===== config.mk =====
export PLATFORM = sky130hd
export DESIGN_NAME = serial_port
export DESIGN_NICKNAME = d
export VERILOG_FILES = /design/src/serial_port_pkg.sv /design/src/serial_port.sv
export SDC_FILE = /design/constraint.sdc
export NUM_CORES = 1
export LEC_CHECK = 0
export ABC_CLOCK_PERIOD_IN_PS = 5050
export BUFFER_PORTS_ARGS = -buffer_cell sky130_fd_sc_hd__buf_2
export CORE_ASPECT_RATIO = 1.5
export CORE_MARGIN = 3
export CORE_UTILIZATION = 28
export DETAILED_ROUTE_END_ITERATION = 6
export GPL_TIMING_DRIVEN = 0
export PLACE_DENSITY = 0.48
export SLEW_MARGIN = 40
export SYNTH_ARGS = -nofsm -noshare
export SYNTH_HDL_FRONTEND = slang
export SYNTH_SLANG_ARGS = --single-unit

===== constraint.sdc =====
create_clock -name pclk -period 5.05 [get_ports pclk]
set_input_delay 0.505 -clock pclk [delete_from_list [all_inputs] [get_ports pclk]]
set_output_delay 0.505 -clock pclk [all_outputs]
set_load 0.01 [all_outputs]

===== src/serial_port_pkg.sv =====
// Constants for the asynchronous serial port front end.
// Assumes an 8-bit register file behind a 32-bit APB slave, one word per register.
package serial_port_pkg;
   // ==========================================
   // Register indices (byte address is four times the index)
   localparam logic [2:0] IDX_BAUD_HIGH = 3'h0;
   localparam logic [2:0] IDX_BAUD_LOW = 3'h1;
   localparam logic [2:0] IDX_LINE_CTRL_ONE = 3'h2;
   localparam logic [2:0] IDX_LINE_CTRL_TWO = 3'h3;
   localparam logic [2:0] IDX_LINE_STAT_ONE = 3'h4;
   localparam logic [2:0] IDX_LINE_STAT_TWO = 3'h5;
   localparam logic [2:0] IDX_DATA_HIGH = 3'h6;
   localparam logic [2:0] IDX_DATA_LOW = 3'h7;
   localparam int REG_COUNT = 8;
   // ==========================================
   // Field positions
   localparam int BIT_INFRARED_ENABLE = 7;
   localparam int POS_PULSE_HI = 6;
   localparam int POS_PULSE_LO = 5;
   localparam int POS_DIV_HI = 4;
   localparam int BIT_CHAR_LENGTH = 4;
   localparam int BIT_TX_ENABLE = 3;
   localparam int BIT_RX_ENABLE = 2;
   localparam int BIT_ALT_MAP = 7;
   localparam int BIT_TX_POL = 4;
   localparam int BIT_RX_POL = 3;
   localparam int BIT_RX_NINTH = 7;
   localparam int BIT_TX_NINTH = 6;
   // ==========================================
   // Reset values
   localparam logic [7:0] RST_BAUD_HIGH = 8'h00;
   localparam logic [7:0] RST_BAUD_LOW = 8'h04;
   localparam logic [7:0] RST_ZERO = 8'h00;
   // ==========================================
   // Timing: sixteenth bit ticks per bit
   localparam logic [4:0] TICKS_PER_BIT = 5'h10;
   localparam logic [4:0] TICKS_PER_BIT_IR = 5'h10;
   // Pulse widths in 1/32 bit units for the narrow pulse field
   localparam logic [4:0] PULSE_QUARTER = 5'h08;
   localparam logic [4:0] PULSE_1_32 = 5'h01;
   localparam logic [4:0] PULSE_1_16 = 5'h02;
   localparam logic [4:0] PULSE_3_16 = 5'h06;
   typedef enum logic [1:0] {TX_IDLE, TX_SHIFT} tx_state_t;
   typedef enum logic [1:0] {RX_IDLE, RX_SHIFT} rx_state_t;
endpackage : serial_port_pkg

===== src/serial_port.sv =====
// Serial port front end: APB registers, baud generator, transmit/receive shifters.
// Assumes pins synchronous to pclk and a pad that resolves tx from its enable.
`timescale 1ns/10ps
module serial_port
   import serial_port_pkg::*;
#(
   parameter int DIV_WIDTH = 13
) (
   // Clock, reset, enable
   input wire logic pclk,
   input wire logic presetn,
   input wire logic clk_en,
   // APB slave
   input wire logic psel,
   input wire logic penable,
   input wire logic pwrite,
   input wire logic [11:0] paddr,
   input wire logic [31:0] pwdata,
   output logic [31:0] prdata,
   output logic pready,
   output logic pslverr,
   // Serial pins
   input wire logic rx_in,
   output logic tx_out,
   output logic tx_oe_n
);
   // Elaboration guard: the register split only serves a 13-bit divisor
   if (DIV_WIDTH != 13) begin : g_bad_div_width
      $error("serial_port: divisor width must be 13");
   end

   // ==========================================
   // State
   typedef struct packed {
      logic [7:0] baud_high;
      logic [7:0] baud_high_hold;
      logic [7:0] baud_low;
      logic [7:0] ctrl_one;
      logic [7:0] ctrl_two;
      logic [7:0] stat_two;
      logic [7:0] alt_ctrl_one;
      logic [2:0] alt_ctrl_two;
      logic started;
      logic [12:0] baud_cnt;
      logic tick;
      // transmitter
      tx_state_t tx_state;
      logic [10:0] tx_shift;
      logic [3:0] tx_bits;
      logic [4:0] tx_sub;
      logic [8:0] tx_data;
      logic tx_full;
      logic tx_done;
      logic tx_line;
      logic tx_oe_n;
      logic tx_pin;
      // receiver
      rx_state_t rx_state;
      logic [8:0] rx_shift;
      logic [3:0] rx_bits;
      logic [4:0] rx_sub;
      logic [8:0] rx_data;
      logic rx_full;
      logic rx_overrun;
      logic rx_frame_err;
      logic rx_idle_flag;
      logic [4:0] idle_cnt;
      logic [31:0] prdata;
      logic pready;
   } state_t;

   state_t s_reg, s_next;

   function automatic logic [4:0] pulse_width(input logic [1:0] sel);
      case (sel)
         2'b11: pulse_width = PULSE_QUARTER;
         2'b10: pulse_width = PULSE_1_32;
         2'b01: pulse_width = PULSE_1_16;
         default: pulse_width = PULSE_3_16;
      endcase
   endfunction : pulse_width

   logic ir_on;
   logic [12:0] divisor;
   logic [12:0] eff_div;
   logic baud_run;
   logic alt_map;
   logic access;
   logic [2:0] idx;
   logic mapped;
   logic rx_level;
   logic nine;
   logic [7:0] rdata8;
   logic [7:0] status_one;
   logic rx_read;

   always_comb begin
      ir_on = s_reg.baud_high[BIT_INFRARED_ENABLE];
      divisor = {s_reg.baud_high[POS_DIV_HI:0], s_reg.baud_low};
      // Infrared halves bit 0 out and doubles the prescale: 32 x SBR[12:1]
      eff_div = ir_on ? {1'b0, divisor[12:1]} : divisor;
      baud_run = s_reg.started && (eff_div != 13'h0000);
      alt_map = s_reg.stat_two[BIT_ALT_MAP];
      access = psel && penable;
      idx = paddr[4:2];
      mapped = (paddr[11:5] == 7'h00) && (paddr[1:0] == 2'b00);
      nine = s_reg.ctrl_one[BIT_CHAR_LENGTH];
      rx_read = access && s_reg.pready && !pwrite && mapped && (idx == IDX_DATA_LOW);
      // Disabled receiver sees a steady idle level
      rx_level = s_reg.ctrl_two[BIT_RX_ENABLE] ?
                 (rx_in ^ s_reg.stat_two[BIT_RX_POL]) : 1'b1;
      status_one = {!s_reg.tx_full, s_reg.tx_done, s_reg.rx_full, s_reg.rx_idle_flag,
                    s_reg.rx_overrun, 1'b0, s_reg.rx_frame_err, 1'b0};
      rdata8 = 8'h00;
      case (idx)
         IDX_BAUD_HIGH: rdata8 = alt_map ? 8'h00 : s_reg.baud_high;
         IDX_BAUD_LOW: rdata8 = alt_map ? s_reg.alt_ctrl_one : s_reg.baud_low;
         IDX_LINE_CTRL_ONE: rdata8 = alt_map ? {5'h00, s_reg.alt_ctrl_two} : s_reg.ctrl_one;
         IDX_LINE_CTRL_TWO: rdata8 = s_reg.ctrl_two;
         IDX_LINE_STAT_ONE: rdata8 = status_one;
         IDX_LINE_STAT_TWO: rdata8 = s_reg.stat_two;
         IDX_DATA_HIGH: rdata8 = {s_reg.rx_data[8], s_reg.tx_data[8], 6'h00};
         IDX_DATA_LOW: rdata8 = s_reg.rx_data[7:0];
         default: rdata8 = 8'h00;
      endcase
      if (!mapped) begin
         rdata8 = 8'h00;
      end
   end

   // ==========================================
   // Next state
   always_comb begin
      s_next = s_reg;
      s_next.pready = 1'b0;
      s_next.tick = 1'b0;
      // Ready is registered: the access cycle right after every setup answers
      if (psel && !penable) begin
         s_next.pready = 1'b1;
         s_next.prdata = {24'h000000, rdata8};
      end
      // Baud generator: one tick per 1/16 bit (or 1/32 in infrared)
      if (baud_run) begin
         if (s_reg.baud_cnt >= eff_div - 13'h0001) begin
            s_next.baud_cnt = 13'h0000;
            s_next.tick = 1'b1;
         end else begin
            s_next.baud_cnt = s_reg.baud_cnt + 13'h0001;
         end
      end else begin
         s_next.baud_cnt = 13'h0000;
      end
      // Transmitter
      if (!s_reg.ctrl_two[BIT_TX_ENABLE]) begin
         s_next.tx_oe_n = 1'b1;
         s_next.tx_state = TX_IDLE;
         s_next.tx_line = 1'b1;
      end else begin
         s_next.tx_oe_n = 1'b0;
         case (s_reg.tx_state)
            TX_IDLE: begin
               s_next.tx_line = 1'b1;
               if (s_reg.tx_full && s_reg.tick) begin
                  s_next.tx_shift = nine ? {1'b1, s_reg.tx_data, 1'b0} :
                                    {2'b11, s_reg.tx_data[7:0], 1'b0};
                  s_next.tx_bits = nine ? 4'hb : 4'ha;
                  s_next.tx_sub = 5'h00;
                  s_next.tx_full = 1'b0;
                  s_next.tx_done = 1'b0;
                  s_next.tx_state = TX_SHIFT;
               end
            end
            TX_SHIFT: begin
               if (ir_on) begin
                  // Zero bit: narrow low pulse at the start of the bit cell
                  s_next.tx_line = !(!s_reg.tx_shift[0] &&
                                     (s_reg.tx_sub < pulse_width(s_reg.baud_high[6:5])));
               end else begin
                  s_next.tx_line = s_reg.tx_shift[0];
               end
               if (s_reg.tick) begin
                  if (s_reg.tx_sub == (ir_on ? 5'h1f : 5'h0f)) begin
                     s_next.tx_sub = 5'h00;
                     s_next.tx_shift = {1'b1, s_reg.tx_shift[10:1]};
                     s_next.tx_bits = s_reg.tx_bits - 4'h1;
                     if (s_reg.tx_bits == 4'h1) begin
                        s_next.tx_state = TX_IDLE;
                        s_next.tx_done = 1'b1;
                     end
                  end else begin
                     s_next.tx_sub = s_reg.tx_sub + 5'h01;
                  end
               end
            end
            default: s_next.tx_state = TX_IDLE;
         endcase
      end
      // Reading the low data byte releases the receive buffer; a byte that
      // completes in the same cycle still sets the flag, so none is lost
      if (rx_read) begin
         s_next.rx_full = 1'b0;
         s_next.rx_overrun = 1'b0;
      end
      // Receiver: centre sampling of each bit
      if (s_reg.tick) begin
         case (s_reg.rx_state)
            RX_IDLE: begin
               if (!rx_level) begin
                  s_next.rx_state = RX_SHIFT;
                  s_next.rx_sub = 5'h00;
                  s_next.rx_bits = nine ? 4'ha : 4'h9;
                  s_next.idle_cnt = 5'h00;
               end else if (s_reg.idle_cnt == TICKS_PER_BIT) begin
                  s_next.rx_idle_flag = 1'b1;
               end else begin
                  s_next.idle_cnt = s_reg.idle_cnt + 5'h01;
               end
            end
            RX_SHIFT: begin
               s_next.rx_idle_flag = 1'b0;
               if (s_reg.rx_sub == 5'h0f) begin
                  s_next.rx_sub = 5'h00;
               end else begin
                  s_next.rx_sub = s_reg.rx_sub + 5'h01;
               end
               if (s_reg.rx_sub == 5'h07) begin
                  s_next.rx_bits = s_reg.rx_bits - 4'h1;
                  if (s_reg.rx_bits == 4'h0) begin
                     s_next.rx_state = RX_IDLE;
                     s_next.rx_frame_err = !rx_level;
                     if (s_reg.rx_full && !rx_read) begin
                        s_next.rx_overrun = 1'b1;
                     end else begin
                        s_next.rx_full = 1'b1;
                        s_next.rx_data = nine ? s_reg.rx_shift : {1'b0, s_reg.rx_shift[8:1]};
                     end
                  end else if (s_reg.rx_bits != (nine ? 4'ha : 4'h9)) begin
                     s_next.rx_shift = {rx_level, s_reg.rx_shift[8:1]};
                  end
               end
            end
            default: s_next.rx_state = RX_IDLE;
         endcase
      end
      // Register writes on the access edge
      if (access && s_reg.pready && pwrite && mapped) begin
         case (idx)
            IDX_BAUD_HIGH: begin
               if (!alt_map) begin
                  s_next.baud_high_hold = pwdata[7:0];
               end
            end
            IDX_BAUD_LOW: begin
               if (alt_map) begin
                  s_next.alt_ctrl_one = pwdata[7:0] & 8'h83;
               end else begin
                  s_next.baud_low = pwdata[7:0];
                  s_next.baud_high = s_reg.baud_high_hold;
               end
            end
            IDX_LINE_CTRL_ONE: begin
               if (alt_map) begin
                  s_next.alt_ctrl_two = pwdata[2:0];
               end else begin
                  s_next.ctrl_one = pwdata[7:0];
               end
            end
            IDX_LINE_CTRL_TWO: begin
               s_next.ctrl_two = pwdata[7:0];
               if (pwdata[BIT_TX_ENABLE] || pwdata[BIT_RX_ENABLE]) begin
                  s_next.started = 1'b1;
               end
            end
            IDX_LINE_STAT_TWO: s_next.stat_two = pwdata[7:0] & 8'h98;
            IDX_DATA_HIGH: s_next.tx_data[8] = pwdata[BIT_TX_NINTH];
            IDX_DATA_LOW: begin
               s_next.tx_data[7:0] = pwdata[7:0];
               s_next.tx_full = 1'b1;
            end
            default: s_next.started = s_reg.started;
         endcase
      end
      // Polarity is folded in before the flop so the pin comes straight from state
      s_next.tx_pin = s_next.tx_line ^ s_next.stat_two[BIT_TX_POL];
   end

   always_ff @(posedge pclk or negedge presetn) begin
      if (!presetn) begin
         s_reg <= '0;
         s_reg.baud_high <= RST_BAUD_HIGH;
         s_reg.baud_high_hold <= RST_BAUD_HIGH;
         s_reg.baud_low <= RST_BAUD_LOW;
         s_reg.tx_state <= TX_IDLE;
         s_reg.rx_state <= RX_IDLE;
         s_reg.tx_line <= 1'b1;
         s_reg.tx_oe_n <= 1'b1;
         s_reg.tx_pin <= 1'b1;
      end else if (clk_en) begin
         s_reg <= s_next;
      end
   end

   always_comb begin
      prdata = s_reg.prdata;
      pready = s_reg.pready;
      pslverr = 1'b0;
      tx_out = s_reg.tx_pin;
      tx_oe_n = s_reg.tx_oe_n;
   end

   // ==========================================
   // Checks
   AST_TX_HIZ: assert property (@(posedge pclk) disable iff (!presetn)
      clk_en && !s_reg.ctrl_two[BIT_TX_ENABLE] |=> tx_oe_n)
      else $error("tx driven while disabled");
   AST_TX_IDLE_HIGH: assert property (@(posedge pclk) disable iff (!presetn)
      s_reg.tx_state == TX_IDLE && !tx_oe_n |-> s_reg.tx_line)
      else $error("tx not idle high");
   AST_STOPPED: assert property (@(posedge pclk) disable iff (!presetn)
      !s_reg.started |-> s_reg.baud_cnt == 13'h0000 && !s_reg.tick)
      else $error("baud ran before enable");
   AST_ZERO_DIV: assert property (@(posedge pclk) disable iff (!presetn)
      eff_div == 13'h0000 |=> !s_reg.tick)
      else $error("baud ran with zero divisor");
   AST_HOLD: assert property (@(posedge pclk) disable iff (!presetn)
      clk_en && access && s_reg.pready && pwrite && mapped && idx == IDX_BAUD_HIGH
      && !alt_map |=> $stable(s_reg.baud_high))
      else $error("high byte applied early");
   AST_RESERVED: assert property (@(posedge pclk) disable iff (!presetn)
      psel && !penable && !mapped |=> prdata == 32'h00000000)
      else $error("unmapped read not zero");
   AST_ALT: assert property (@(posedge pclk) disable iff (!presetn)
      psel && !penable && mapped && alt_map && idx == IDX_BAUD_HIGH |=> prdata == 32'h0)
      else $error("alternate map decode");
   AST_READY: assert property (@(posedge pclk) disable iff (!presetn)
      clk_en && psel && !penable |=> pready)
      else $error("no ready");
   AST_RX_OFF: assert property (@(posedge pclk) disable iff (!presetn)
      clk_en && !s_reg.ctrl_two[BIT_RX_ENABLE] && s_reg.rx_state == RX_IDLE
      |=> s_reg.rx_state == RX_IDLE)
      else $error("receiver left idle while disabled");
   AST_LOW_APPLIES: assert property (@(posedge pclk) disable iff (!presetn)
      clk_en && access && s_reg.pready && pwrite && mapped && idx == IDX_BAUD_LOW
      && !alt_map |=> s_reg.baud_high == $past(s_reg.baud_high_hold))
      else $error("held high byte not applied");
   COV_ALT: cover property (@(posedge pclk) alt_map && access && s_reg.pready);
   COV_POL: cover property (@(posedge pclk) s_reg.stat_two[BIT_TX_POL] && !tx_oe_n);
   COV_TX: cover property (@(posedge pclk) s_reg.tx_done);
   COV_RX: cover property (@(posedge pclk) s_reg.rx_full);
   COV_IR: cover property (@(posedge pclk) ir_on && s_reg.tx_state == TX_SHIFT);
endmodule : serial_port


# == Yosys cells after proc, flatten, opt, wreduce, memory -nomap -nowiden ==
# Cells that the tools add are included.
# op_classes
addsub,7
magnitude_cmp,2
eq_ne,32
n_mux,70
n_bitwise,5
n_reduce_logical,53
# op_table
cell,n
$pmux 8 s8,1
$mux 5,10
$mux 8,6
$mux 9,5
$mux 22,2
$pmux 20 s2,1
$mux 13,3
$mux 17,2
$reduce_and 4->1,8
$reduce_and 5->1,6
$ne 2x2->1 const B,10
$mux 1,18
$mux 2,9
$pmux 9 s2,1
$reduce_and 6->1,3
$add 5x1->5 const B,3
$mux 15,1
$mux 3,5
$add 13x1->13 const B,1
$ge 13x13->1,1
$logic_and 1x1->1,13
$reduce_bool 13->1,1
$sub 13x1->13 const B,1
$eq 3x3->1 const B,4
29 further kinds,54
# word_totals
reg_bits,147
in_bits,51
output_inout_bits,36
word_cells,204

# == Depth between registers and ports, before layout ==
# Gate-level depths: netlist (run 1).
# logic_depth
ltp_word,13
depth_mapped,18
mapped_depth_nobuf,16

# == Worst setup path after synthesis (run 1) ==
# Ideal clock, no wire load.
# synth_path
path_type,register to register
start,reg s_reg (netlist bit ir_on)
end,reg s_reg[117] in the netlist's numbering
setup_ns,0.116
arrival_ns,4.396
required_ns,4.934
slack_ns,0.539
path_stages_with_launch,18
path_buffers,3
synth_period_minus_slack_ns,4.511
cell_sequence,dfrtp_1 > buf_6 > clkbuf_1 > clkbuf_1 > mux2i_1 > ha_1 > nor2b_1 > nand4_1 > or3_1 > nor4b_1 > xnor2_1 > ha_1 > a21o_1 > a211o_1 > a211oi_1 > o21a_1 > nand2_1 > o311ai_0
# synth_between
elab_chain_len,5
word_cells_on_any_way,7
cone_classes,add/sub (1); order compare (1); mux (3); reduce/logical (2)
# synth_rtl
element,line,text
"start, declared",serial_port.sv:72,"state_t s_reg, s_next;"
"start signal, assigned",serial_port.sv:299,s_reg <= s_next;
$mux 13 (*),serial_port.sv:101,"eff_div = ir_on ? {1'b0, divisor[12:1]} : divisor;"
$sub 13x1->13,serial_port.sv:144,if (s_reg.baud_cnt >= eff_div - 13'h0001) begin
$ge 13x13->1,serial_port.sv:144,
$mux 13,serial_port.sv:144,
$mux 13 (*),serial_port.sv:143,if (baud_run) begin
# Every way passes the cells marked *; elsewhere a longest branch is shown, timed or not.
# A chain may end at the register's enable or synchronous reset.

# == Final worst setup path (run 1) ==
# Same ends and word-level chain as after synthesis.

==> run metrics, run 1 <==
Logic pwr share=4.6%; Fin. Hold Viols=0; Main synth FF type=dfrtp_1; Unique masters post-synth=63; vias in the first global route=6075; Critical Setup Path Class=reg2reg; Syn Inst Count=795; minimum clock period after layout=4.48 ns; Data required, critical path=5.36 ns; CTS root buffer=clkbuf_16; warnings from Yosys=0; crit path from=ir_on; Slew @ Worst Pin=0.864 ns; # clock sinks=144; Port Buffers=34; Post-synth EDFFs=0; Total Wirelength=21500 um; CTS tree=done; maximum vdd drop=229 uV; initial DRC count=234; die area=0.0306 mm^2; Num CTS Buffers=17; final core occ=33.7%; RSZ-0062 raised after global routing=no; switching share of power=21.7%; status=finished clean; hold path cells=2; Cell Pwr Density=284 mW/mm^2; r2r worst-path depth=16; final setup fails=0; startpoint of the worst hold path=pwdata[5]; NetSw=0.580 mW; Fmax=223 MHz; worst-path maximum fanout=19; layout cells sized above 1=21.8%; max reg flops=117; post-synthesis sequential area ratio=45.3%; crit path DAT=4.79 ns; htree depth=4; wire per inst=17.4 um; largest net degree at the start of global routing=68; DRT Pass-1 Iters=5; Slew HR=42.1%; Residual DRC=0; CTS max path bufs=2; total power=2.67 mW; startpoint types=flop; Worst setup EP type=flop; worst reg-to-reg setup slack=0.57 ns; synth top area cells=dfrtp_1 (44%), mux2_2 (9.9%), o21ai_0 (4.8%); reg2reg start=ir_on; Final HPWL DP=16400 um; grt total ovfl=0; Antenna Nets Post-Route=0; Ports=87; Clk Latency, worst-skew pair=0.43 ns; post-synth top area cell=dfrtp_1; Initial Util=28.5%; CORE AREA=0.0280 mm^2; Internal=2.09 mW; CP endpoint=s_reg[117]; Commonest cells post-synth=dfrtp_1 (141), nand2_1 (80), o21ai_0 (77); share of the synthesized area in the top cell type=44.3%; row cnt=75; Total GRT Usage=14.8%; max_cap viols=0; count leader, synth=dfrtp_1; Cell Area, Synth=0.00797 mm^2; P_leak=4.28 nW; RR Endpoint=s_reg[117]; Clock power frac=51.9%; asr flop ratio synth=100%; share of power burned in registers=43.6%; Die H=213 um; vias=5991; clock skew=0.00859 ns; post-route clock period utilization=88.8%; fin. max-slew vios=0; GPL Wtd Cong=0.800; initial antenna violation count=1; Yosys reg bits=144; global-route wire length before repair=34500 um; TNS Setup=0 ns; clk slew on worst S/H paths=0.06 ns; Nets=951; mean number of vias per cell=4.85; Post-CTS Setup Inserts=0; Die Span X=144 um; Hold Crit Class=in2reg; Layout area overhead=18.1%; mean post-synth cell area=10.0 um^2
-- power by group through the flow --
stage,sequential (mW),clock [mW],combinational [mW]
detailed placement,1.18,0,0.124
finish,1.16,1.38,0.122
CTS,1.16,1.41,0.124
global route,1.16,1.46,0.137
global placement,1.18,0,0.117
floorplan,1.18,0,0.0546
-- how the worst min path moves through the flow --
stage | to | slack [ns]
5_1_grt | s_reg[146] | 0.46
3_3_place_gp | ir_on | 0.46
4_1_cts | s_reg[81] | 0.45
3_5_place_dp | s_reg[93] | 0.36
6_report | divisor[5] | 0.46
2_1_floorplan | alt_map | 0.21
-- kinds of logic after synthesis --
family	Yosys count	share of synthesized area, %
AO/OA/AOI/OAI	182	14.1
XOR/XNOR	20	2.20
adder cells (fa/ha/maj)	26	4.08
buffers and inverters	93	6.12
flip-flops	144	45.3
multiplexers	98	13.4
other	1	0.0471
AND/OR/NAND/NOR	231	14.8
-- layout make-up --
cell class / instances / area [um^2]
clock inverter: 9 / 154
sequential: 144 / 3610
antenna: 1 / 2.50
multi-input combinational: 582 / 3990
buffer: 72 / 410
timing repair buffer: 37 / 245
fill: 2876 / 18600
tap: 346 / 433
inverter: 20 / 75.1
clock buffer: 23 / 498
-- layer usage --
| layer | share of wire, % | routed length (um) | vias to the layer above | track usage [%] |
|---|---|---|---|---|
| met4 | 2.1 | 450 | 0 | 5.13 |
| met2 | 53 | 11400 | 98 | 26.8 |
| met5 | 0 | 0 | - | 0 |
| li1 | - | - | 2965 | - |
| met3 | 2.9 | 629 | 20 | 2.70 |
| met1 | 42 | 9030 | 2908 | 17.4 |
-- what timing repair did --
action	CTS	global route
pin swaps	0	0
resized for setup	1	4
endpoints found under the setup margin	13	10
endpoints found under the hold margin	18	0
hold buffers	1	0
-- worst max-delay path: stages (launching register included) --
cell and delay [ns]:
dfrtp_1 0.37, buf_6 0.16, clkbuf_2 0.21, a21oi_1 0.25, ha_1 0.21, nor2b_1 0.23, nand4_1 0.20, or3_1 0.50
nor4b_2 0.33, xnor2_1 0.15, ha_1 0.26, a21o_1 0.22, a211o_1 0.28, a211oi_2 0.27, o21a_2 0.23, nand2_2 0.16
o311ai_0 0.32
-- layout by cell type, fill, tap and decap left out, types with 3 or more instances in the layout --
cell type	instances
nor4b_1	3
nor3_1	11
a22o_1	11
nor2_1	37
buf_4	33
nor3b_1	4
nand2_1	79
clkbuf_16	17
o21ai_0	77
a21o_1	4
buf_2	39
clkbuf_8	5
bufinv_16	4
mux2i_1	28
a22oi_1	5
nand2b_1	10
nor2b_1	11
o41a_1	3
xor2_1	9
mux2_2	70
and3_1	8
nand3_1	24
ha_1	26
inv_1	20
clkbuf_1	32
conb_1	25
dfrtp_1	141
a21oi_1	36
o22ai_1	6
dfstp_2	3
nand4_1	7
or2_2	3
a31oi_1	6
and2_1	3
or4_1	3
o2bb2ai_1	8
nor4_1	6
xnor2_1	11
or3_1	6
-- per-stage QoR --
| step | area, um^2 | instances | worst slack (ns) | hold slack [ns] |
|---|---|---|---|---|
| floorplan | 8060 | 819 | 0.539 | 0.209 |
| global placement | 8660 | 1199 | -0.450 | 0.455 |
| detailed placement | 8730 | 1201 | -0.472 | 0.356 |
| CTS | 9390 | 1233 | 0.157 | 0.452 |
| global route | 9410 | 1233 | 0.0598 | 0.456 |
| finish | 9410 | 1234 | 0.565 | 0.455 |
Power figures use the tool's default switching activity.
==> run 2, diff against run 1 <==
--- a/config.mk
+++ b/config.mk
@@ -7,7 +7,6 @@
 export LEC_CHECK = 0
 export ABC_CLOCK_PERIOD_IN_PS = 5050
 export BUFFER_PORTS_ARGS = -buffer_cell sky130_fd_sc_hd__buf_2
-export CORE_ASPECT_RATIO = 1.5
 export CORE_MARGIN = 3
 export CORE_UTILIZATION = 28
 export DETAILED_ROUTE_END_ITERATION = 6
==> run 2 against run 1 <==
Via count is 2.6% higher. Wire length is 3.3% lower. Critical endpoint is now s_reg[116]. First-iteration DRC count is 83% higher. Worst setup slack worse by 0.050 ns. Largest power group unchanged. Critical path depth stayed put.
==> run metrics, run 2 (synthesis results as in run 1) <==
die area=0.0305 mm^2 (-0.14%); crit path DAT=4.85 ns (+0.06 ns); Final HPWL DP=15200 um (-7.5%); Critical Setup Path Class=reg2reg; Antenna Nets Post-Route=0 (unchanged); largest net degree at the start of global routing=71 (+4.4%); CORE AREA=0.0279 mm^2 (-0.11%); total power=2.58 mW (-3.5%); final setup fails=0 (unchanged); CTS tree=done; Total GRT Usage=14.1% (-0.77 points); final core occ=33.6% (about the same); post-route cell area=0.00939 mm^2 (-0.19%); Die H=175 um (-18%); CTS root buffer=clkbuf_16; htree depth=4 (unchanged); Post-CTS Setup Inserts=0 (unchanged); Slew @ Worst Pin=0.752 ns (-0.112 ns); most frequent cells in the layout=dfrtp_1 (141), nand2_1 (79), o21ai_0 (77); clock skew=0.0111 ns (+0.00254 ns); layout cells sized above 1=21.9% (+0.11 points); RSZ-0062 raised after global routing=no; grt total ovfl=0 (unchanged); worst-path maximum fanout=19 (unchanged); Hold Crit Class=in2reg; startpoint types=flop; wire per inst=16.4 um (-5.6%); Final Worst Setup Slack=0.516 ns (-0.0496 ns); Total Wirelength=20800 um (-3.3%); Cell Pwr Density=274 mW/mm^2 (-3.3%); DR WL met3=1010 um (+61%); ant diodes=0 (-1); Layout area overhead=17.9%; global-route wire length before repair=33800 um (-2.2%); # clock sinks=144 (unchanged); startpoint of the worst hold path=pwdata[5]; Worst setup EP type=flop; clk slew on worst S/H paths=0.07 ns (about the same); vias=6145 (+2.6%); routed wire length on met2=9280 um (-19%); Slew HR=49.6% (+7.5 points); Die Span X=175 um (+22%); fin. max-slew vios=0 (unchanged); Data required, critical path=5.37 ns (about the same); pre-CTS setup slack=-0.475 ns (-0.00317 ns); Ports=87 (unchanged); reg2reg start=ir_on; Port Buffers=34 (unchanged); vias in the first global route=5931 (-2.4%); Placed Area=0.00877 mm^2 (+0.46%); initial antenna violation count=0 (-1); CTS max path bufs=2 (unchanged); Initial Util=28.5% (+0.031 points); max reg flops=117 (unchanged); most common cell after layout, fill and taps aside=dfrtp_1; row cnt=61 (-19%); status=finished clean; Nets=951 (unchanged); crit path from=ir_on; Residual DRC=0 (unchanged); Clk Latency, worst-skew pair=0.43 ns (about the same); P_leak=4.25 nW (-0.50%); maximum vdd drop=215 uV (-6.3%); DRT Pass-1 Iters=6 (+1); mean number of vias per cell=4.86 (about the same); GPL Wtd Cong=0.794 (-0.68%); minimum clock period after layout=4.53 ns (+0.0496 ns); DRT met1 WL=10200 um (+13%); Num CTS Buffers=17 (unchanged); initial DRC count=428 (+83%); Max Used Layer=met4; max_cap viols=0 (unchanged); Fin. Hold Viols=0 (unchanged); Fmax=221 MHz (-1.1%); post-route clock period utilization=89.8% (+0.98 points)
## run 2: changes by cell type in the layout (fill, tap and decap cells not counted), sizes merged
cell,change
clkinvlp,-1
inv,+9
diode,-1
clkbuf,-5
bufinv,-3
## run 2: power breakdown
part           internal [mW]  switching, mW
clock                  0.720          0.575
combinational         0.0388         0.0819
sequential              1.16        0.00393
## run 2: what timing repair did
item | CTS | global route
hold endpoints to repair | 33 | 0
pin swaps | 0 | 0
resized for setup | 1 | 4
endpoints found under the setup margin | 10 | 10
hold buffers | 1 | 0
## run 2: final cells by class
type                    count  area, um^2
plain buffers              72         410
clock inverters            14         163
well taps                 378         473
inverters                  20        75.1
flip-flops and latches    144        3610
multi-input cells         582        3980
clock buffers              18         439
repair buffers             37         245
fillers                  2866       18500
## run 2: routing by layer
metal	up-vias	track usage (%)
li1	2981	-
met1	3005	20.2
met2	139	21.4
met3	20	3.02
met4	0	3.69
met5	-	0
## run 2: final timing paths
check | endpoint | slack (ns) | cells after the start
max reg2reg | s_reg[116] | 0.52 | 16
min in group asynchronous | s_reg[82] | 0.53 | 2
max | s_reg[116] | 0.52 | 16
min | s_reg[81] | 0.46 | 2
max in group asynchronous | tx_out | 3.55 | 4
min reg2reg | s_reg[104] | 0.48 | 1
## run 2: worst max-delay path, stage by stage (launching register included)
cell      delay, ns
dfrtp_1        0.37
buf_6          0.16
clkbuf_2       0.22
a21oi_1        0.26
ha_1           0.22
nor2b_1        0.22
nand4_1        0.19
or3_1          0.49
nor4b_2        0.33
xnor2_1        0.17
ha_1           0.27
a21o_1         0.20
a211o_1        0.27
a211oi_2       0.27
o21a_1         0.27
nand2_2        0.19
o311ai_0       0.30
## run 2: metrics by stage
| step | TNS (ns) | cells | hold slack [ns] |
|---|---|---|---|
| after floorplan | 0 | 819 | 0.209 |
| after CTS | 0 | 1265 | 0.436 |
| after detailed placement | -2.80 | 1233 | 0.388 |
| final | 0 | 1265 | 0.458 |
| after global routing | 0 | 1265 | 0.458 |
| after global placement | -2.94 | 1231 | 0.455 |
